--- config.mk ---
export PLATFORM = sky130hd
export DESIGN_NAME = cod_top
export DESIGN_NICKNAME = d
export VERILOG_FILES = /design/src/hdl/cod_pair.v /design/src/hdl/cod_top.v
export VERILOG_INCLUDE_DIRS = /design/src /design/src/hdl
export SDC_FILE = /design/constraint.sdc
export NUM_CORES = 1
export LEC_CHECK = 0
export BUFFER_PORTS_ARGS = -buffer_cell sky130_fd_sc_hd__buf_2
export CAP_MARGIN = 20
export CORE_UTILIZATION = 58
export DETAILED_ROUTE_END_ITERATION = 10
export HOLD_SLACK_MARGIN = 0.06
export PLACE_DENSITY = 0.85
export SYNTH_ARGS = -nofsm -noshare
export SYNTH_HDL_FRONTEND = slang
export SYNTH_SLANG_ARGS = --single-unit
--- constraint.sdc ---
create_clock -name core_clk_i -period 4.2 [get_ports core_clk_i]
set_input_delay 0.84 -clock core_clk_i [delete_from_list [all_inputs] [get_ports core_clk_i]]
set_output_delay 0.84 -clock core_clk_i [all_outputs]
set_load 0.1 [all_outputs]
--- src/hdl/cod_consts.vh ---
// constants for the clock output driver configuration block
// assumes byte-wide registers at their own offsets on a plain strobe port
`ifndef COD_CONSTS_VH
`define COD_CONSTS_VH

// ****************************************
// register offsets
// ****************************************
`define COD_ADDR_W        16
`define COD_OFF_G0_A      16'h10d7
`define COD_OFF_G0_B      16'h10d8
`define COD_OFF_G0_C      16'h10d9
`define COD_OFF_G1_A      16'h14d7
`define COD_OFF_G1_B      16'h14d8
`define COD_OFF_MUTE      16'h10e0
`define COD_OFF_STATUS    16'h10e1

// ****************************************
// fields
// ****************************************
`define COD_BIT_SRC       0
`define COD_LVL_LO        1
`define COD_LVL_HI        2
`define COD_MODE_LO       3
`define COD_MODE_HI       4
`define COD_BIT_BYP       5
`define COD_CFG_W         6
`define COD_CFG_RST       6'h00

`define COD_LVL_7P5       2'h0
`define COD_LVL_12P5      2'h1
`define COD_LVL_15        2'h2
`define COD_MODE_DIFF     2'h0
`define COD_MODE_SE       2'h1
`define COD_MODE_DUAL     2'h2

`define COD_NPAIR         5
`define COD_NPAIR_G0      3

`endif

--- src/hdl/cod_pair.v ---
// one output pin pair: routing, source/sink, drive level and mute retiming
// assumes divider levels arrive synchronous to core_clk_i
`timescale 1ns/1ps
`default_nettype none
`include "cod_consts.vh"
module cod_pair (
  input  wire                  core_clk_i,
  input  wire                  rst_i,
  input  wire [`COD_CFG_W-1:0] cfg_i,
  input  wire                  mute_i,
  input  wire                  pri_div_i,
  input  wire                  sec_div_i,
  output reg                   true_on_o,
  output reg                   comp_on_o,
  output reg                   source_o,
  output reg  [1:0]            level_o,
  output reg                   sec_pwr_o,
  output reg                   muted_o
);
  wire [1:0] mode = cfg_i[`COD_MODE_HI:`COD_MODE_LO];
  wire       byp  = cfg_i[`COD_BIT_BYP];
  reg        pri_d_r;
  reg        true_nxt;
  reg        comp_nxt;
  reg        muted_nxt;

  // ****************************************
  // routing
  // ****************************************
  always @* begin
    case (mode)
      `COD_MODE_DIFF: begin
        true_nxt = pri_div_i;
        comp_nxt = ~pri_div_i;
      end
      `COD_MODE_SE: begin
        true_nxt = pri_div_i;
        comp_nxt = pri_div_i;
      end
      `COD_MODE_DUAL: begin
        true_nxt = pri_div_i;
        comp_nxt = sec_div_i;
      end
      default: begin
        // undefined mode: hold both elements off
        true_nxt = 1'b0;
        comp_nxt = 1'b0;
      end
    endcase
  end

  // ****************************************
  // mute retiming
  // ****************************************
  // mute engages only on the primary falling edge unless bypassed, so a primary high phase is never cut short; a dual-mode secondary phase can be
  always @* begin
    if (!mute_i)
      muted_nxt = 1'b0;
    else if (byp || muted_o)
      muted_nxt = 1'b1;
    else
      muted_nxt = pri_d_r & ~pri_div_i;
  end

  always @(posedge core_clk_i or posedge rst_i) begin
    if (rst_i) begin
      pri_d_r   <= 1'b0;
      true_on_o <= 1'b0;
      comp_on_o <= 1'b0;
      source_o  <= 1'b0;
      level_o   <= 2'h0;
      sec_pwr_o <= 1'b0;
      muted_o   <= 1'b0;
    end else begin
      pri_d_r   <= pri_div_i;
      muted_o   <= muted_nxt;
      true_on_o <= true_nxt & ~muted_nxt;
      comp_on_o <= comp_nxt & ~muted_nxt;
      source_o  <= cfg_i[`COD_BIT_SRC];
      level_o   <= cfg_i[`COD_LVL_HI:`COD_LVL_LO];
      sec_pwr_o <= (mode == `COD_MODE_DUAL);
    end
  end
endmodule // cod_pair
`default_nettype wire

--- src/hdl/cod_top.v ---
// clock output driver configuration: five pair registers and five pin pairs
// assumes a single-cycle strobe register port and divider levels on core_clk_i
//
// The implementer's own choice: the strobed register port.
`timescale 1ns/1ps
`default_nettype none
`include "cod_consts.vh"
module cod_top #(
  parameter NPAIR = `COD_NPAIR
) (
  input  wire                   core_clk_i,
  input  wire                   rst_i,
  input  wire [`COD_ADDR_W-1:0] addr_i,
  input  wire [7:0]             wdata_i,
  input  wire                   wr_i,
  input  wire                   rd_i,
  output reg  [7:0]             rdata_o,
  input  wire                   first_loop_pri_i,
  input  wire                   first_loop_sec_i,
  input  wire                   second_loop_pri_i,
  input  wire                   second_loop_sec_i,
  input  wire [NPAIR-1:0]       mute_cmd_i,
  output wire [NPAIR-1:0]       true_pin_on_o,
  output wire [NPAIR-1:0]       complement_pin_on_o,
  output wire [NPAIR-1:0]       source_current_o,
  output wire [2*NPAIR-1:0]     drive_level_o,
  output wire [NPAIR-1:0]       sec_div_pwr_o
);
  // first_loop_* are single bits shared by every first-group pair (a,b,c)
  // and second_loop_* are single bits shared by both second-group pairs (a,b)

  // ****************************************
  // pair configuration registers
  // ****************************************
  reg  [`COD_CFG_W-1:0] cfg_r [0:NPAIR-1];
  reg  [NPAIR-1:0]      sw_mute_r;
  wire [NPAIR-1:0]      muted;
  reg  [2:0]            sel;
  reg                   hit;

  // ascending offsets map to subgroups in order
  always @* begin
    hit = 1'b1;
    case (addr_i)
      `COD_OFF_G0_A: sel = 3'h0;
      `COD_OFF_G0_B: sel = 3'h1;
      `COD_OFF_G0_C: sel = 3'h2;
      `COD_OFF_G1_A: sel = 3'h3;
      `COD_OFF_G1_B: sel = 3'h4;
      default: begin
        sel = 3'h7;
        hit = 1'b0;
      end
    endcase
  end

  integer k;
  always @(posedge core_clk_i or posedge rst_i) begin
    if (rst_i) begin
      for (k = 0; k < NPAIR; k = k + 1)
        cfg_r[k] <= `COD_CFG_RST;
      sw_mute_r <= {NPAIR{1'b0}};
      rdata_o   <= 8'h00;
    end else begin
      if (wr_i && hit)
        cfg_r[sel] <= wdata_i[`COD_CFG_W-1:0];
      if (wr_i && addr_i == `COD_OFF_MUTE)
        sw_mute_r <= wdata_i[NPAIR-1:0];
      if (rd_i) begin
        if (hit)
          rdata_o <= {2'h0, cfg_r[sel]};
        else if (addr_i == `COD_OFF_MUTE)
          rdata_o <= {3'h0, sw_mute_r};
        else if (addr_i == `COD_OFF_STATUS)
          rdata_o <= {3'h0, muted};
        else
          rdata_o <= 8'h00; // unmapped reads as zero
      end else begin
        rdata_o <= 8'h00;
      end
    end
  end

  // ****************************************
  // pin pairs
  // ****************************************
  genvar g;
  generate
    for (g = 0; g < NPAIR; g = g + 1) begin : pair
      // group membership fixes the loop channel; no cross routing exists
      wire pri = (g < `COD_NPAIR_G0) ? first_loop_pri_i  : second_loop_pri_i;
      wire sec = (g < `COD_NPAIR_G0) ? first_loop_sec_i  : second_loop_sec_i;
      cod_pair u_pair (
        .core_clk_i (core_clk_i),
        .rst_i      (rst_i),
        .cfg_i      (cfg_r[g]),
        .mute_i     (mute_cmd_i[g] | sw_mute_r[g]),
        .pri_div_i  (pri),
        .sec_div_i  (sec),
        .true_on_o  (true_pin_on_o[g]),
        .comp_on_o  (complement_pin_on_o[g]),
        .source_o   (source_current_o[g]),
        .level_o    (drive_level_o[2*g+1:2*g]),
        .sec_pwr_o  (sec_div_pwr_o[g]),
        .muted_o    (muted[g])
      );
    end
  endgenerate
endmodule // cod_top
`default_nettype wire

==> Implementation_results.wiki <==
{| class="wikitable"
! Metric !! Value
|-
| Type of the worst setup path || in2reg
|-
| Part of the Yosys area used for sequential elements || 57.1%
|-
| Clk Latency, worst-skew pair || 0.35 ns
|-
| Clock root buffer || clkbuf_8
|-
| Placement Setup Slack || 1.01 ns
|-
| Leftover overflow at the end of global routing || 0
|-
| Drt drc || 0
|-
| Final Util || 69.9%
|-
| Overall Global Routing Usage || 25.5%
|-
| Delay of the slowest cell on the worst path || 0.62 ns
|-
| Max Cap Violations || 0
|-
| Maximum number of pins on one net before global-route repair || 58
|-
| Count of port buffers added during placement || 70
|-
| RSZ-0062 raised after global routing || false
|-
| Worst supply voltage drop on vdd || 205 uV
|-
| Antenna violations before repair || 0
|-
| Global-route wire length before repair || 11600 um
|-
| Portion of the clock cycle consumed by the worst path in the final layout || 67.6%
|-
| Initial core utilization || 61.0%
|-
| Power density normalized to cell area || 380 nW/um^2
|-
| Largest driver fanout on the critical path || 12
|-
| Max-slew violations || 0
|-
| Largest clock skew in the final design || 0.00733 ns
|-
| Routed wire length || 7130 um
|-
| Total negative setup slack || 0 ns
|-
| Final critical path time including I/O delays and setup || 2.84 ns
|-
| Run status || finished, final reports clean
|-
| DIE WIDTH || 78.8 um
|-
| Switching share of power || 26.0%
|-
| Startpoint type of the worst setup path || input port
|-
| Postcts setup bufs || 0
|-
| Wirelength per Cell || 17.7 um
|-
| Critical-path top delay cell || nand4b_1
|-
| Area Growth Syn to Fin || 14.5%
|-
| Count of standard-cell rows || 27
|-
| Commonest cells after routing, fill and taps aside || dfrtp_1 (78), buf_2 (70), mux2_2 (35), nor2_1 (19), clkbuf_8 (11)
|-
| Post-synthesis cell type count || 48
|-
| Fin nets || 362
|-
| Core footprint || 5610 sq um
|-
| Share of final-layout standard cells stronger than drive strength 1 || 41.8%
|-
| Clock group share of total power || 38.5%
|-
| Routability-driven placement congestion ratio || 0.836
|-
| Max clock buf depth || 2
|-
| Count of flip-flops with a built-in enable after synthesis || 0
|-
| Post-detail-place hpwl || 5210 um
|-
| Share of power burned in registers || 51.4%
|-
| Design internal power || 1.10 mW
|-
| Clock transition at the register clock pins on the worst setup and hold paths after CTS || 0.08 ns
|-
| ANT cells || 0
|-
| Standby leakage power || 2.04 nW
|-
| Count of vias placed by the detailed router || 2348
|-
| Die area || 6210 sq um
|-
| Ratio of routed vias to standard cells || 5.84
|-
| Level count of the clock H-tree || 3
|-
| Number of global-route vias before repair || 2374
|-
| Chip Height || 78.8 um
|-
| TritonCTS clock tree || done
|-
| Async S/R FF share, synth || 100%
|-
| Worst setup slack after layout || 1.36 ns
|-
| Crit path capture type || flip-flop
|-
| Clock tree sinks || 78
|-
| Number of resized instances in the post-cts repair step || 0
|-
| Hold buffers post-CTS || 0
|-
| Ys Warns || 0
|-
| Most used flip-flop cell after synthesis || dfrtp_1
|-
| Io pins || 75
|-
| HP Class || reg2reg
|-
| Arrival time of the worst setup path || 3.08 ns
|-
| Number of buffers and inverters on the critical path || 1
|-
| Sw power || 0.386 mW
|-
| Mapped Area || 3420 sq um
|-
| Worst Max-Slew Pin Slew || 0.693 ns
|-
| Worst EP required || 4.44 ns
|-
| Syn avg cell area || 12.8 sq um
|-
| Critical path's top delay family || simple AND/OR/NAND/NOR gates
|-
| Slew margin rel. || 53.5%
|-
| Number of antenna-violating nets in the routed design || 0
|-
| CTS buffer count || 9
|-
| Chain of cells forming the critical path || buf_2 > nand4b_1 > nor3_4 > nand2_2 > nor3b_4 > mux2_2
|-
| # setup viols final || 0
|-
| Combinational fraction of design power || 10.1%
|-
| Number of instances in the synthesized netlist || 267
|-
| Most common cell after layout, fill and taps aside || dfrtp_1
|-
| Post-synthesis sequential element count || 78
|-
| 1st-iter DRT viols || 136
|-
| FMAX || 0.352 GHz
|-
| Count of TritonRoute iterations in the first routing pass || 4
|-
| Final hold viol count || 0
|}
synthesized netlist by cell type (2+ instances only):
library cell,instances,area share (%)
nand3_1,3,0.44
nor2_1,19,2.1
nor4_1,2,0.37
a221o_1,5,1.5
nand2_1,9,0.99
nor2b_1,6,1.1
a21oi_1,4,0.59
mux2_2,35,12
buf_4,23,5.0
o211ai_1,5,1.1
nor3_4,3,1.4
a22oi_1,6,1.3
xor2_1,3,0.77
inv_1,8,0.88
o32a_1,5,1.5
nand4b_1,3,0.77
nand2_2,2,0.37
a31oi_1,2,0.37
or3_1,3,0.55
clkbuf_1,2,0.22
nor4b_1,3,0.77
nor3b_1,2,0.44
dfrtp_1,78,57
a211oi_1,7,1.5
buf_2,2,0.29
o22ai_1,5,0.91
metrics by stage:
step	std cells	cell area [sq um]	total power [mW]	hold slack [ns]
6_report	402	3920	1.49	0.404
5_1_grt	402	3920	1.53	0.421
4_1_cts	401	3900	1.49	0.404
3_5_place_dp	385	3690	0.927	0.383
3_3_place_gp	385	3690	0.924	0.385
2_1_floorplan	268	3420	0.895	0.363
path summary, 6_finish.rpt:
path / start / endpoint / slack (ns) / cells past startpoint
worst max-delay path: addr_i[5] / cfg_r[24]$_DFFE_PP0P_ / 1.36 / 6
worst min-delay path: cfg_r[25]$_DFFE_PP0P_ / pair[0].u_pair.level_o[0]$_DFF_PP0_ / 0.40 / 0
worst max register to register: cfg_r[28]$_DFFE_PP0P_ / rdata_o[4]$_DFF_PP0_ / 2.98 / 4
worst min register to register: cfg_r[25]$_DFFE_PP0P_ / pair[0].u_pair.level_o[0]$_DFF_PP0_ / 0.40 / 0
max in group asynchronous: rst_i / cfg_r[5]$_DFFE_PP0P_ / 2.98 / 4
min in group asynchronous: rst_i / pair[1].u_pair.level_o[0]$_DFF_PP0_ / 0.47 / 2
worst register-to-register path, stage by stage, from the launching register on:
cell	delay, ns
dfrtp_1	0.42
inv_1	0.10
nor4_1	0.32
a211oi_1	0.11
o22ai_1	0.18
area by class of cell:
cell class                      instances  area, sq um
Inverter                                8         30.0
Timing Repair Buffer                   73          385
Sequential cell                        78         1950
Multi-Input combinational cell        155         1250
Clock buffer                           11          151
Tap cell                               72         90.1
Fill cell                             403         1690
Clock inverter                          5         56.3
metal layers:
layer  GRT usage (%)  vias to the layer above  share of wire (%)
li1                -                     1072                  -
met1            33.7                     1163                 42
met2            40.5                       98                 49
met3            5.86                       15                6.9
met4            10.7                        0                2.2
met5               0                        -                  0
flip-flops by register name, summed over array words and instances, names as in the netlist:
| signal | count |
|---|---|
| pair.u_pair.source_o | 5 |
| pair.u_pair.sec_pwr_o | 5 |
| pair.u_pair.pri_d_r | 2 |
| pair.u_pair.true_on_o | 5 |
| pair.u_pair.muted_o | 5 |
| sw_mute_r | 5 |
| rdata_o | 6 |
| pair.u_pair.comp_on_o | 5 |
| pair.u_pair.level_o | 10 |
| cfg_r | 30 |
power groups by stage:
stage	clock network (mW)	registers (mW)	logic, mW
after floorplan	0	0.779	0.116
after global placement	0	0.780	0.144
after detailed placement	0	0.780	0.147
after CTS	0.578	0.765	0.148
after global routing	0.610	0.766	0.160
final	0.573	0.765	0.150
cells by family after synthesis:
family | after synthesis | share of synthesized area (%)
AOI/OAI and AO/OA | 48 | 11.0
xor gates and xnor gates | 4 | 1.02
buffers and inverters | 35 | 6.44
DFF | 78 | 57.1
muxes | 36 | 11.8
other | 1 | 0.110
and+or+nand+nor | 65 | 12.5
Note: power is estimated with default switching activity, not from simulation.
